## src/hw/sbd_defs.vh

```
// Purpose: constants for the single wire debug port
// Assumes: 100 MHz ref_clk, one debug bit clock per ref_clk cycle
// Notes:   definitions only
`ifndef SBD_DEFS_VH
`define SBD_DEFS_VH
`define SBD_BIT_CYC        5'd16
`define SBD_SAMPLE_CYC     5'd10
`define SBD_PULSE1_CYC     5'd7
`define SBD_ZERO_LOW_CYC   5'd13
`define SBD_TIMEOUT_CYC    11'd512
`define SBD_STEAL_CYC      8'd128
`define SBD_RESUME_CYC     8'd16
`define SBD_OP_BACKGROUND  8'h90
`define SBD_OP_RD_BD_BYTE  8'he4
`define SBD_OP_RD_BD_WORD  8'hec
`define SBD_OP_RD_BYTE     8'he0
`define SBD_OP_RD_WORD     8'he8
`define SBD_OP_WR_BD_BYTE  8'hc4
`define SBD_OP_WR_BD_WORD  8'hcc
`define SBD_OP_WR_BYTE     8'hc0
`define SBD_OP_WR_WORD     8'hc8
`define SBD_MAP_BASE       16'hff00
`define SBD_REG_TOP        16'hff06
`define SBD_STATUS_ADDR    16'hff01
`define SBD_ENABLE_BIT     7
`endif

```

## src/hw/sbd_port.v

```verilog
// Purpose: target end of the single wire background debug port
// Assumes: debug_wire_in synchronous enough to pass two flops; cpu handshake
// Notes:   hardware commands only; firmware runs on the cpu
// Operation
// firmware usable after enable bit write
// active mode maps debug space, halts cpu
// enter via command, tag, or halt instruction
// enter at instruction boundary, tag before execute
// special single chip starts active
// debug registers hidden from user programs
// suspend-enabled peripherals halt while active
// host starts every bit with falling edge
// msb first, sixteen cycles per bit
// 512 idle cycles clears command
// detect start, sample ten cycles later
// target never drives during host bits
// host releases early when reading
// one bit gets speed-up pulse at seven
// host samples about ten cycles in
// zero bit held low thirteen cycles
// use free cycle, steal after 128
// enter-debug only when firmware enabled
// in-map byte read, out-of-map reads
// out-of-map writes with address and data
// in-map byte write to debug space
// odd address low byte, even high
// host uses aligned word addresses
// debug space enabled only for access
// opcode then address and data fields
// host waits 150 cycles between phases
// two-flop synchroniser before edge detect
`timescale 1ns/1ps
`default_nettype none
`include "sbd_defs.vh"
module sbd_port
(
    input  wire        ref_clk,
    input  wire        srst,
    input  wire        special_single_chip,
    input  wire        debug_wire_in,
    output reg         debug_wire_out,
    output reg         debug_wire_oe,
    input  wire        cpu_boundary,
    input  wire        cpu_tag_hit,
    input  wire        cpu_halt_instr,
    input  wire        cpu_user_access,
    input  wire        bus_free,
    output reg         bus_req,
    output reg         bus_we,
    output reg         bus_inmap,
    output reg  [15:0] bus_addr,
    output reg  [15:0] bus_wdata,
    input  wire [15:0] bus_rdata,
    output reg         cpu_freeze,
    output reg         debug_active,
    output reg         fw_enabled,
    output reg         periph_suspend,
    output reg         user_map_block
);
    // command phases
    localparam ST_OP = 3'd0;
    localparam ST_ADDR = 3'd1;
    localparam ST_WDATA = 3'd2;
    localparam ST_ACC = 3'd3;
    localparam ST_RDATA = 3'd4;
    localparam ST_EXIT = 3'd5;

    // read command test used by the decoder and the access path
    function is_read;
        input [7:0] op;
        begin
            is_read = (op[7:4] == 4'he);
        end
    endfunction
    function is_inmap;
        input [7:0] op;
        begin
            is_inmap = op[2];
        end
    endfunction
    ////////////////////////////////////////////////////////////////////////
    // wire synchroniser and edge detect
    reg        sync1_ff;
    reg        sync2_ff;
    reg        sync3_ff;
    always @(posedge ref_clk)
    begin
        if (srst)
        begin
            sync1_ff <= 1'b1;
            sync2_ff <= 1'b1;
            sync3_ff <= 1'b1;
        end
        else
        begin
            sync1_ff <= debug_wire_in;
            sync2_ff <= sync1_ff;
            sync3_ff <= sync2_ff;
        end
    end
    // start only counted when we are not driving the wire ourselves
    wire fall = sync3_ff & ~sync2_ff & ~debug_wire_oe;
    ////////////////////////////////////////////////////////////////////////
    // bit timing and shifter
    reg  [2:0]  st_ff;
    reg  [7:0]  op_ff;
    reg  [15:0] sh_ff;
    reg  [4:0]  cnt_ff;
    reg  [4:0]  nbits_ff;
    reg         inbit_ff;
    reg         txbit_ff;
    reg  [9:0]  idle_ff;
    reg  [7:0]  wait_ff;
    reg  [7:0]  resume_ff;
    reg         enter_req_ff;
    reg         strap_done_ff;
    wire        tx_phase = (st_ff == ST_RDATA);
    wire [10:0] idle_lim = `SBD_TIMEOUT_CYC - 11'd1;
    wire        timeout = (idle_ff == idle_lim[9:0]) & ~fall;
    wire        sample = inbit_ff & (cnt_ff == `SBD_SAMPLE_CYC) & ~tx_phase;
    wire        last_bit = (nbits_ff == 5'd1);
    // idle counter times out a stalled host
    always @(posedge ref_clk)
    begin
        if (srst || fall || st_ff == ST_OP && nbits_ff == 5'd8 && !inbit_ff)
            idle_ff <= 10'd0;
        else if (idle_ff != idle_lim[9:0])
            idle_ff <= idle_ff + 10'd1;
        else
            idle_ff <= 10'd0;
    end
    // wire driver: zero low for 13, one pulses at 7
    always @(posedge ref_clk)
    begin
        if (srst || !tx_phase)
        begin
            debug_wire_out <= 1'b1;
            debug_wire_oe  <= 1'b0;
        end
        else if (inbit_ff && !txbit_ff && cnt_ff < `SBD_ZERO_LOW_CYC)
        begin
            debug_wire_out <= 1'b0;
            debug_wire_oe  <= 1'b1;
        end
        else if (inbit_ff && (cnt_ff == `SBD_ZERO_LOW_CYC && !txbit_ff
                 || cnt_ff == `SBD_PULSE1_CYC && txbit_ff))
        begin
            debug_wire_out <= 1'b1;
            debug_wire_oe  <= 1'b1;
        end
        else
        begin
            debug_wire_out <= 1'b1;
            debug_wire_oe  <= 1'b0;
        end
    end
    ////////////////////////////////////////////////////////////////////////
    // command sequencer
    always @(posedge ref_clk)
    begin
        if (srst)
        begin
            st_ff <= ST_OP;
            op_ff <= 8'h00;
            sh_ff <= 16'h0000;
            cnt_ff <= 5'd0;
            nbits_ff <= 5'd8;
            inbit_ff <= 1'b0;
            txbit_ff <= 1'b1;
            wait_ff <= 8'd0;
            bus_req <= 1'b0;
            bus_we <= 1'b0;
            bus_inmap <= 1'b0;
            bus_addr <= 16'h0000;
            bus_wdata <= 16'h0000;
            cpu_freeze <= 1'b0;
            fw_enabled <= 1'b0;
            enter_req_ff <= 1'b0;
        end
        else if (timeout)
        begin
            st_ff <= ST_OP;
            op_ff <= 8'h00;
            nbits_ff <= 5'd8;
            inbit_ff <= 1'b0;
            bus_req <= 1'b0;
            bus_inmap <= 1'b0;
            cpu_freeze <= 1'b0;
        end
        else
        begin
            if (enter_req_ff && (cpu_boundary || debug_active))
                enter_req_ff <= 1'b0;
            // bit timing: sixteen cycles from each detected start
            if (fall && st_ff != ST_ACC)
            begin
                inbit_ff <= 1'b1;
                cnt_ff <= 5'd1;
                txbit_ff <= sh_ff[15];
            end
            else if (inbit_ff)
            begin
                if (cnt_ff == `SBD_BIT_CYC - 5'd1)
                    inbit_ff <= 1'b0;
                cnt_ff <= cnt_ff + 5'd1;
            end
            if (sample)
            begin
                sh_ff <= {sh_ff[14:0], sync2_ff};
                nbits_ff <= nbits_ff - 5'd1;
            end
            else if (tx_phase && inbit_ff && cnt_ff == `SBD_BIT_CYC - 5'd1)
            begin
                sh_ff <= {sh_ff[14:0], 1'b0};
                nbits_ff <= nbits_ff - 5'd1;
                if (last_bit)
                begin
                    st_ff <= ST_OP;
                    nbits_ff <= 5'd8;
                end
            end
            case (st_ff)
            ST_OP:
                if (sample && last_bit)
                begin
                    op_ff <= {sh_ff[6:0], sync2_ff};
                    nbits_ff <= 5'd16;
                    if ({sh_ff[6:0], sync2_ff} == `SBD_OP_BACKGROUND)
                    begin
                        nbits_ff <= 5'd8;
                        if (fw_enabled)
                            enter_req_ff <= 1'b1;
                    end
                    else
                        st_ff <= ST_ADDR;
                end
            ST_ADDR:
                if (sample && last_bit)
                begin
                    bus_addr <= {sh_ff[14:0], sync2_ff};
                    inbit_ff <= 1'b0; // a short access must not shift the dead tail
                    nbits_ff <= 5'd16;
                    wait_ff <= 8'd0;
                    st_ff <= is_read(op_ff) ? ST_ACC : ST_WDATA;
                end
            ST_WDATA:
                if (sample && last_bit)
                begin
                    bus_wdata <= {sh_ff[14:0], sync2_ff};
                    wait_ff <= 8'd0;
                    st_ff <= ST_ACC;
                end
            ST_ACC:
                begin
                    // wait up to 128 cycles for a free cycle, then freeze and steal one
                    if (!bus_req)
                    begin
                        if (bus_free || cpu_freeze)
                        begin
                            bus_req <= 1'b1;
                            bus_we <= ~is_read(op_ff);
                            bus_inmap <= is_inmap(op_ff);
                        end
                        else if (wait_ff == `SBD_STEAL_CYC - 8'd1)
                            cpu_freeze <= 1'b1;
                        else
                            wait_ff <= wait_ff + 8'd1;
                    end
                    else
                    begin
                        bus_req <= 1'b0;
                        bus_we <= 1'b0;
                        bus_inmap <= 1'b0;
                        cpu_freeze <= 1'b0;
                        nbits_ff <= 5'd16;
                        if (is_read(op_ff))
                        begin
                            sh_ff <= bus_rdata; // memory returns lane-placed data
                            st_ff <= ST_RDATA;
                        end
                        else
                        begin
                            nbits_ff <= 5'd8;
                            st_ff <= ST_OP;
                            if (is_inmap(op_ff) && bus_addr == `SBD_STATUS_ADDR)
                                fw_enabled <= bus_addr[0] ?
                                    bus_wdata[`SBD_ENABLE_BIT] :
                                    bus_wdata[`SBD_ENABLE_BIT + 8];
                        end
                    end
                end
            default:
                ;
            endcase
        end
    end

    ////////////////////////////////////////////////////////////////////////
    // active background mode and the brief resume when not enabled
    always @(posedge ref_clk)
    begin
        if (srst)
        begin
            debug_active <= 1'b0;
            resume_ff <= 8'd0;
        end
        else if (!strap_done_ff && special_single_chip)
            debug_active <= 1'b1;
        else if (enter_req_ff && cpu_boundary || cpu_tag_hit && fw_enabled
                 || cpu_halt_instr && fw_enabled)
            debug_active <= 1'b1;
        else if ((cpu_tag_hit || cpu_halt_instr) && !fw_enabled)
            resume_ff <= `SBD_RESUME_CYC;
        else if (resume_ff != 8'd0)
            resume_ff <= resume_ff - 8'd1;
    end

    // strap caught on the first cycle after reset release; the mode
    // outputs cover that cycle before debug_active has risen
    always @(posedge ref_clk)
    begin
        if (srst)
        begin
            strap_done_ff <= 1'b0;
            periph_suspend <= 1'b0;
            user_map_block <= 1'b0;
        end
        else
        begin
            strap_done_ff <= 1'b1;
            periph_suspend <= debug_active | (!strap_done_ff & special_single_chip);
            user_map_block <= (debug_active | (!strap_done_ff & special_single_chip))
                              & cpu_user_access;
        end
    end
endmodule // sbd_port
`default_nettype wire

```

## config.mk

```make
export PLATFORM = sky130hd
export DESIGN_NAME = sbd_port
export DESIGN_NICKNAME = d
export VERILOG_FILES = /design/src/hw/sbd_port.v
export VERILOG_INCLUDE_DIRS = /design/src /design/src/hw
export SDC_FILE = /design/constraint.sdc
export NUM_CORES = 1
export LEC_CHECK = 0
export ABC_CLOCK_PERIOD_IN_PS = 3200
export BUFFER_PORTS_ARGS = -buffer_cell sky130_fd_sc_hd__buf_2
export CAP_MARGIN = 20
export CELL_PAD_IN_SITES_DETAIL_PLACEMENT = 0
export CELL_PAD_IN_SITES_GLOBAL_PLACEMENT = 1
export CORE_MARGIN = 10
export CORE_UTILIZATION = 44
export CTS_BUF_LIST = sky130_fd_sc_hd__clkbuf_8
export CTS_CLUSTER_SIZE = 25
export DETAILED_ROUTE_END_ITERATION = 6
export MAX_ROUTING_LAYER = met4
export PLACE_DENSITY_LB_ADDON = 0.3
export SLEW_MARGIN = 30
export SYNTH_ARGS = -nofsm -noshare
export SYNTH_HDL_FRONTEND = slang
export SYNTH_SLANG_ARGS = --single-unit
```

## constraint.sdc

```tcl
create_clock -name ref_clk -period 3.2 [get_ports ref_clk]
set_clock_uncertainty 0.05 [all_clocks]
set_input_delay 0.16 -clock ref_clk [delete_from_list [all_inputs] [get_ports ref_clk]]
set_output_delay 0.16 -clock ref_clk [all_outputs]
set_load 0.01 [all_outputs]
```

==> results of run 1 <==
## report_power, final
group / internal, W / switching, W
combinational: 0.0000396 / 0.0000489
sequential: 0.00126 / 0.00000698
clock: 0.000406 / 0.000448
total: 0.00171 / 0.000504
## worst paths after layout
kind	startpoint	to	slack, ps	cells after the start
worst min-delay path	special_single_chip	periph_suspend$_SDFF_PP0_	30	3
worst min register to register	sync1_ff$_SDFF_PP1_	sync2_ff$_SDFF_PP1_	400	1
worst max-delay path	nbits_ff[0]$_SDFF_PP0_	bus_wdata[5]$_SDFFE_PP0P_	450	6
worst max register to register	nbits_ff[0]$_SDFF_PP0_	bus_wdata[5]$_SDFFE_PP0P_	450	6
## metrics by stage
stage	util	hold WS, ps	power (W)
after floorplan	-	213.8	0.001337
after global placement	0.4955	297.8	0.001370
after detailed placement	0.4964	302.3	0.001371
after CTS	0.5348	16.73	0.002232
after global routing	0.5348	64.18	0.002290
final	0.5348	29.68	0.002213
## cells by family after synthesis
logic type / after synthesis / share of synthesized area
AND/OR/NAND/NOR: 211 / 0.2320
buffers and inverters: 42 / 0.03771
flip-flops: 101 / 0.4448
XOR/XNOR: 11 / 0.02120
multiplexers: 23 / 0.05092
adder cells (fa/ha/maj): 9 / 0.02477
AO/OA/AOI/OAI: 136 / 0.1886
## cell type report
| cell class | instances | share of cell area |
|---|---|---|
| well taps | 136 | 0.03124 |
| inverters | 14 | 0.009649 |
| clock inverters | 5 | 0.01080 |
| clock buffers | 11 | 0.02780 |
| repair buffers | 98 | 0.1130 |
| flip-flops and latches | 101 | 0.3712 |
| multi-input cells | 390 | 0.4363 |
## state kept, by name, summed over array words and instances, names as in the netlist, 3 cells and up
register / flops
bus_addr: 16
bus_wdata: 16
sh_ff: 16
idle_ff: 10
wait_ff: 8
cnt_ff: 5
nbits_ff: 5
op_ff: 5
st_ff: 3
## placed cells by master (no fill, tap or decap), types with 3 or more instances in the layout
cell,instances
o21ai_0,33
o31ai_1,8
nand3_1,14
buf_2,66
nand2b_1,4
xor2_1,8
inv_1,15
nor3_1,5
a31oi_1,3
ha_1,9
nor4b_1,3
a21oi_1,49
nor4_1,3
or4_1,6
nand4_1,6
nand2_1,91
or3_1,3
dfxtp_1,101
nand3b_1,3
nor2_1,39
clkbuf_8,11
o21bai_1,3
nor2b_1,3
buf_4,14
dlygate4sd3_1,18
and3_1,8
or2_2,5
xnor2_1,3
mux2i_1,22
and2_1,3
a32oi_1,15
## what timing repair did
item | 4_1_cts | 5_1_grt
endpoints found under the hold margin | 18 | 0
hold buffers | 18 | 0
resized for setup | 0 | 0
## routing by layer
layer	vias up	share of wire	wire length, um	global-route usage
met2	114	0.47	5967	0.2693
met5	-	0	0	-
met4	0	0.011	142	0.05216
li1	2078	-	-	-
met3	12	0.047	594	0.03469
met1	1959	0.47	5933	0.2285
## worst register-to-register path: cells and delay by family (launching register included)
kind,cells,cell delay [ps]
adders and majority gates,1,180
and+or+nand+nor,4,1870
DFF,1,440
AOI/OAI and AO/OA,1,80
==> impl_metrics.env, run 1 <==
export IMPL_grt_antenna_before_repair=0
export IMPL_clkSlewWorstSetupHoldPaths_ps=90
export IMPL_clockBufferDepth=2
export IMPL_hp_class="in2reg"
export IMPL_cts_tree="done"
export IMPL_start_util=0.4463
export IMPL_overflow=0
export IMPL_setup_ws_ps=453.2
export IMPL_cpLargestDelayFamily="simple AND/OR/NAND/NOR gates"
export IMPL_drc=0
export IMPL_first_global_vias=4017
export IMPL_synth_top_area_share=0.4448
export IMPL_critPathBufInv=0
export IMPL_wl_per_cell_um=16.74
export IMPL_critPathMaxStageDelay_ps=820
export IMPL_final_max_slew_viol_count=0
export IMPL_gp_congestion=0.8631
export IMPL_path_max_fanout=16
export IMPL_clkLatencyLatePin_ps=380
export IMPL_fin_setup_tns_ps=0
export IMPL_worstPathArrival_ps=2930
export IMPL_crit_path_top_delay_cell="or4_1"
export IMPL_synthCells=533
export IMPL_rows=37
export IMPL_multi_input_area_sq_um=2376
export IMPL_diodes=0
export IMPL_nets=648
export IMPL_critical_path_class="reg2reg"
export IMPL_status="complete, no violations"
export IMPL_die_y_um=121.6
export IMPL_setup_viol=0
export IMPL_max_vdd_ir_drop_v=0.0003370
export IMPL_dp_slack_ps=455.4
export IMPL_post_place_cells=721
export IMPL_cts_made_buffers=9
export IMPL_max_slew_margin=0.4837
export IMPL_grt_first_pass_wirelength_um=20620
export IMPL_die_area_sq_um=14800
export IMPL_ys_warn_count=0
export IMPL_drive_gt1_frac=0.1745
export IMPL_grt_start_max_net_pins=31
export IMPL_power_density_nw_per_um2=406.3
export IMPL_synth_flop_cell="dfxtp_1"
export IMPL_yosysSeqAreaShare=0.4448
export IMPL_cts_sinks=101
export IMPL_track_usage=0.1754
export IMPL_fin_crit_sh=0.8584
export IMPL_ys_ff_latch=101
export IMPL_syn_to_final_growth_pct=19.82
export IMPL_syn_area_sq_um=4546
export IMPL_synth_most_common_cell="dfxtp_1"
export IMPL_synth_cell_types=63
export IMPL_max_freq_mhz=364.1
export IMPL_port_buffers=66
export IMPL_maxCapViolations=0
export IMPL_cts_root_buf="clkbuf_8"
export IMPL_wirelength_um=12640
export IMPL_cts_setup_buffers=0
export IMPL_regArea_sq_um=2022
export IMPL_start_kind="register"
export IMPL_avgViaCountPerCell=5.514
export IMPL_synthesis_nets=567
export IMPL_io_pins=67
export IMPL_dr_pass1_iters=5
export IMPL_yosysTopAreaCell="dfxtp_1"
export IMPL_fin_cells=755
export IMPL_grt_setup_unrepaired="no"
export IMPL_dp_hpwl_um=8866
export IMPL_synth_edf_count=0
export IMPL_h_tree_depth=3
export IMPL_fill_cells=987
export IMPL_finalCriticalPeriod_ps=2747
export IMPL_die_w_um=121.6
export IMPL_core_area_sq_um=10180
export IMPL_path_cells="ha_1, or4b_1, or3_4, or4_1, nand2_1, a21oi_1"
export IMPL_synth_commonest_cells="dfxtp_1 (101), nand2_1 (91), a21oi_1 (49)"
export IMPL_drt_initial_drc_count=374
export IMPL_vias=4163
export IMPL_total_leakage_power_nw=2.098
export IMPL_endpoint_kind="register"
export IMPL_synthTopCellsByArea="dfxtp_1 (44%), nand2_1 (7.5%), a21oi_1 (5.4%)"
export IMPL_ys_async_sr_fraction=0
export IMPL_tightest_slew_ps=773.6
export IMPL_placed_area_sq_um=5056
export IMPL_critPathRequiredTime_ps=3390
export IMPL_hold_viol_final=0
export IMPL_syn_area_per_cell_sq_um=8.528
export IMPL_design_area_sq_um=5446
export IMPL_antenna_left=0
Note: power is estimated with default switching activity, not from simulation.
==> inputs of run 2 (changes only) <==
- PLACE_DENSITY: default -> 0.87
- PLACE_DENSITY_LB_ADDON: 0.3 -> default
==> run 2 against run 1 <==
Maximum frequency rose by 2.0%; critical path depth did not move; register-to-register slack improved by 50 ps; cell area fell by 0.14%; worst setup slack improved by 53 ps; total power rose by 2.6%; utilization fell by 0.074 points; clock-buffer cell count fell by 2; hold slack improved by 4.0 ps; die area did not move; non-clock buffer count fell by 3.
==> impl_metrics.env, run 2 (synthesis gave the netlist of run 1 again) <==
export IMPL_critPathBufInv=0
export IMPL_top_regs="bus_addr (16), bus_wdata (16), sh_ff (16)"
export IMPL_final_common_cell="dfxtp_1"
export IMPL_fill_cells=976
export IMPL_dp_hpwl_um=8790
export IMPL_io_pins=67
export IMPL_pwr_share_clk=0.401
export IMPL_first_global_vias=4028
export IMPL_critPathRequiredTime_ps=3410
export IMPL_max_vdd_ir_drop_v=0.0002421
export IMPL_core_area_sq_um=10180
export IMPL_avgViaCountPerCell=5.669
export IMPL_nets=645
export IMPL_die_y_um=121.6
export IMPL_die_area_sq_um=14800
export IMPL_cts_root_buf="clkbuf_8"
export IMPL_clockBufferDepth=2
export IMPL_grt_first_pass_wirelength_um=20200
export IMPL_cts_sinks=101
export IMPL_path_max_fanout=7
export IMPL_grt_start_max_net_pins=42
export IMPL_cts_tree="done"
export IMPL_grt_setup_unrepaired="no"
export IMPL_gp_congestion=0.8045
export IMPL_port_buffers=66
export IMPL_drive_gt1_frac=0.1753
export IMPL_finalCriticalPeriod_ps=2694
export IMPL_endpoint_kind="register"
export IMPL_critical_path_class="reg2reg"
export IMPL_grt_antenna_before_repair=0
export IMPL_final_max_slew_viol_count=0
export IMPL_wirelength_um=12580
export IMPL_overflow=0
export IMPL_max_slew_margin=0.4624
export IMPL_path_cells="ha_1, or4b_1, o311ai_0, a41oi_1, o21ai_0, o31ai_1"
export IMPL_hold_viol_final=0
export IMPL_p_int_w=0.001748
export IMPL_power_density_nw_per_um2=417.3
export IMPL_layout_common_cells="dfxtp_1 (101), nand2_1 (91), buf_2 (66), a21oi_1 (49), nor2_1 (39)"
export IMPL_start_kind="register"
export IMPL_seqPwrFrac=0.561
export IMPL_h_tree_depth=3
export IMPL_design_area_sq_um=5439
export IMPL_total_leakage_power_nw=2.089
export IMPL_placed_area_sq_um=5046
export IMPL_crit_path_top_delay_cell="or4b_1"
export IMPL_die_w_um=121.6
export IMPL_r2r_slack_ps=510
export IMPL_fin_crit_sh=0.8420
export IMPL_rows=37
export IMPL_max_freq_mhz=371.2
export IMPL_vias=4263
export IMPL_antenna_left=0
export IMPL_drc=0
export IMPL_drt_initial_drc_count=323
export IMPL_track_usage=0.1708
export IMPL_worstPathArrival_ps=2900
export IMPL_p_switching_w=0.0005216
export IMPL_wl_per_cell_um=16.73
export IMPL_syn_to_final_growth_pct=19.65
export IMPL_diodes=0
export IMPL_tightest_slew_ps=804.5
export IMPL_dr_pass1_iters=5
export IMPL_cts_made_buffers=9
export IMPL_cts_resized=0
export IMPL_fin_setup_tns_ps=0
export IMPL_hp_class="in2reg"
export IMPL_clkLatencyLatePin_ps=380
export IMPL_status="complete, no violations"
export IMPL_whs_ps=33.73
export IMPL_switching_share=0.2298
export IMPL_start_util=0.4463
export IMPL_critPathMaxStageDelay_ps=610
export IMPL_maxCapViolations=0
export IMPL_cpLargestDelayFamily="compound AO/OA/AOI/OAI gates"
export IMPL_setup_viol=0
export IMPL_combPwrFrac=0.038
export IMPL_clkSlewWorstSetupHoldPaths_ps=100
## run 2: routing by layer
| metal | vias to the layer above | wire length [um] | track usage |
|---|---|---|---|
| li1 | 2076 | - | - |
| met1 | 2046 | 5814 | 0.2193 |
| met2 | 128 | 5980 | 0.2652 |
| met4 | 0 | 183 | 0.05440 |
| met3 | 13 | 601 | 0.03284 |
| met5 | - | 0 | - |
## run 2: path summary, 6_finish.rpt
kind                               start                 endpoint  cells after the start
hold reg to reg      sync1_ff$_SDFF_PP1_      sync2_ff$_SDFF_PP1_                      1
setup / recovery  nbits_ff[0]$_SDFF_PP0_  wait_ff[4]$_SDFFE_PP0P_                      6
hold / removal              bus_rdata[3]    sh_ff[3]$_SDFFE_PP0N_                      3
setup reg to reg  nbits_ff[0]$_SDFF_PP0_  wait_ff[4]$_SDFFE_PP0P_                      6
## run 2: repair_timing
item                                   4_1_cts  5_1_grt
hold buffers                                17        0
endpoints found under the hold margin       17        0
setup buffers                                0        0
## run 2: power by group through the flow
stage,Clock [W],Sequential (W),Combinational [W]
final,0.000911,0.00127,0.0000866
after global routing,0.000978,0.00127,0.0000946
after CTS,0.000926,0.00127,0.0000854
after detailed placement,0,0.00130,0.0000695
after global placement,0,0.00130,0.0000681
after floorplan,0,0.00130,0.0000380
## run 2: through the flow
stage	utilization	instances	total power (W)	setup WS [ps]
final	0.5340	752	0.002270	505.7
after global routing	0.5340	752	0.002347	295.3
after CTS	0.5340	752	0.002284	516.1
after detailed placement	0.4955	719	0.001371	525.9
after global placement	0.4940	719	0.001369	594.7
after floorplan	-	533	0.001337	681.4
## run 2: worst min-delay path: stages
cell,delay [ps]
buf_2,100
a32oi_1,90
o21ai_0,80
## run 2: final cells by class
cell class / count / area (sq um) / area share
Timing Repair Buffer: 95 / 590.6 / 0.1086
Sequential cell: 101 / 2022 / 0.3718
Clock inverter: 7 / 98.84 / 0.01817
Multi-Input combinational cell: 390 / 2381 / 0.4378
Tap cell: 136 / 170.2 / 0.03129
Clock buffer: 9 / 123.9 / 0.02277
Inverter: 14 / 52.55 / 0.009662
==> inputs of run 3 (changes only) <==
- ABC_CLOCK_PERIOD_IN_PS: 3200 -> 2500
- clock period: 3.2 -> 2.5 ns (I/O delays scaled with it)
==> run 3 against run 2 <==
Register-to-register slack got worse by 420 ps; worst setup slack got worse by 420 ps; die area did not move; critical path type unchanged; global-route usage rose by 0.47 points; sequential cell count did not move; first-iteration DRC count rose by 0.93%; maximum frequency rose by 11%; final cell count rose by 2.3%; cell area rose by 2.8%.
==> impl_metrics.env, run 3 (synthesis gave the netlist of run 1 again) <==
export IMPL_clkLatencyLatePin_ps=380
export IMPL_grt_start_max_net_pins=43
export IMPL_fin_cells=769
export IMPL_drive_gt1_frac=0.2006
export IMPL_setup_viol=0
export IMPL_hold_start="cpu_halt_instr"
export IMPL_port_buffers=66
export IMPL_endpoint_kind="register"
export IMPL_vias=4308
export IMPL_max_slew_margin=0.6001
export IMPL_hold_viol_final=0
export IMPL_cts_made_buffers=9
export IMPL_p_int_w=0.002240
export IMPL_tightest_slew_ps=598.6
export IMPL_worstPathArrival_ps=2620
export IMPL_maxCapViolations=0
export IMPL_die_w_um=121.6
export IMPL_power_density_nw_per_um2=520.3
export IMPL_diodes=0
export IMPL_drt_initial_drc_count=326
export IMPL_max_vdd_ir_drop_v=0.0004968
export IMPL_critical_path_class="reg2reg"
export IMPL_cts_setup_buffers=0
export IMPL_max_freq_mhz=413.6
export IMPL_combPwrFrac=0.042
export IMPL_syn_to_final_growth_pct=22.96
export IMPL_hp_class="in2reg"
export IMPL_r2r_slack_ps=80
export IMPL_top_layer="met4"
export IMPL_wl_met3_um=651
export IMPL_core_area_sq_um=10180
export IMPL_clkSlewWorstSetupHoldPaths_ps=90
export IMPL_fin_crit_sh=0.9670
export IMPL_cts_root_buf="clkbuf_8"
export IMPL_critPathBufInv=2
export IMPL_fill_cells=947
export IMPL_grt_first_pass_wirelength_um=20600
export IMPL_fin_setup_tns_ps=0
export IMPL_finalCriticalPeriod_ps=2418
export IMPL_first_global_vias=4224
export IMPL_switching_share=0.2296
export IMPL_dp_slack_ps=-27.99
export IMPL_die_area_sq_um=14800
export IMPL_dp_hpwl_um=9045
export IMPL_final_max_slew_viol_count=0
export IMPL_status="complete, no violations"
export IMPL_gp_congestion=0.8542
export IMPL_path_max_fanout=12
export IMPL_post_place_cells=734
export IMPL_start_util=0.4463
export IMPL_critPathMaxStageDelay_ps=510
export IMPL_nets=662
export IMPL_rows=37
export IMPL_hold_path_depth=3
export IMPL_path_cells="inv_2, ha_1, or4b_4, or3_4, or4_4, buf_6, nand2_1, a21oi_1"
export IMPL_crit_path_top_delay_cell="or4_4"
export IMPL_r2r_cells=8
export IMPL_critPathRequiredTime_ps=2700
export IMPL_layout_common_cells="dfxtp_1 (100), nand2_1 (91), buf_2 (66), a21oi_1 (49), nor2_1 (39)"
export IMPL_setup_ws_ps=82.44
export IMPL_top_regs="bus_addr (16), bus_wdata (16), sh_ff (16)"
export IMPL_p_switching_w=0.0006677
export IMPL_overflow=0
export IMPL_final_common_cell="dfxtp_1"
export IMPL_cts_tree="done"
export IMPL_wirelength_um=12790
export IMPL_io_pins=67
export IMPL_die_y_um=121.6
export IMPL_track_usage=0.1755
export IMPL_seqPwrFrac=0.559
export IMPL_r2r_start="nbits_ff[1]$_SDFF_PP0_"
export IMPL_grt_antenna_before_repair=0
export IMPL_dr_pass1_iters=4
export IMPL_pwr_share_clk=0.400
export IMPL_total_leakage_power_nw=2.174
export IMPL_start_kind="register"
export IMPL_clockBufferDepth=2
export IMPL_hold_path_endpoint="debug_active$_SDFFE_PP0P_"
export IMPL_r2r_end="bus_wdata[3]$_SDFFE_PP0P_"
export IMPL_drc=0
export IMPL_antenna_left=0
export IMPL_drt_met1_wl_um=5809
export IMPL_h_tree_depth=3
export IMPL_wl_per_cell_um=16.64
export IMPL_dr_wl_met2_um=6144
export IMPL_cpLargestDelayFamily="simple AND/OR/NAND/NOR gates"
export IMPL_cts_sinks=101
export IMPL_avgViaCountPerCell=5.602
## run 3: timing repair
item / 4_1_cts / 5_1_grt
gates resized for setup: 1 / 6
hold buffers: 19 / 0
endpoints found under the hold margin: 19 / 0
pin swaps: 0 / 1
setup endpoints to repair: 12 / 40
cloned: 0 / 0
## run 3: worst max path at each step
stage                           start                          to  cells after the start
5_1_grt        nbits_ff[1]$_SDFF_PP0_   bus_wdata[7]$_SDFFE_PP0P_                      8
3_5_place_dp   nbits_ff[1]$_SDFF_PP0_   bus_wdata[7]$_SDFFE_PP0P_                      8
4_1_cts        nbits_ff[1]$_SDFF_PP0_   bus_wdata[7]$_SDFFE_PP0P_                      8
6_report       nbits_ff[1]$_SDFF_PP0_   bus_wdata[3]$_SDFFE_PP0P_                      8
2_1_floorplan  nbits_ff[1]$_SDFF_PP0_  bus_wdata[13]$_SDFFE_PP0P_                     10
3_3_place_gp   nbits_ff[1]$_SDFF_PP0_   bus_wdata[0]$_SDFFE_PP0P_                      8
## run 3: layer usage
| layer | vias to the layer above | GRT usage |
|---|---|---|
| met5 | - | - |
| li1 | 2118 | - |
| met1 | 2058 | 0.2112 |
| met4 | 0 | 0.05067 |
| met3 | 18 | 0.04348 |
| met2 | 114 | 0.2852 |
## run 3: power by group through the flow
stage / logic [W] / registers, W / clock network [W]
floorplan: 0.0000487 / 0.00166 / 0
global placement: 0.0000927 / 0.00166 / 0
detailed placement: 0.0000948 / 0.00166 / 0
CTS: 0.000117 / 0.00162 / 0.00117
global route: 0.000133 / 0.00163 / 0.00124
finish: 0.000121 / 0.00162 / 0.00116
## run 3: area by class of cell
class,count,area (sq um),share of cell area
Clock inverter,7,97.59,0.01746
Multi-Input combinational cell,390,2382,0.4262
Inverter,14,52.55,0.009402
Clock buffer,9,123.9,0.02216
Timing Repair Buffer,112,739.5,0.1323
Tap cell,136,170.2,0.03045
Sequential cell,101,2023,0.3620
## run 3: metrics by stage
stage               utilization  hold WS [ps]  instance area, sq um  total power (W)
global placement         0.5064         265.9                  5157         0.001755
CTS                      0.5472         11.54                  5573         0.002916
floorplan                     -         178.8                  4556         0.001711
global route             0.5488         18.94                  5589         0.003004
detailed placement       0.5064         267.2                  5157         0.001757
finish                   0.5488         14.64                  5589         0.002908
## run 3: worst min-delay path: cells and delay by family
| family | cells | cell delay, ps |
|---|---|---|
| AOI/OAI and AO/OA | 2 | 210 |
| buffers and inverters | 1 | 70 |
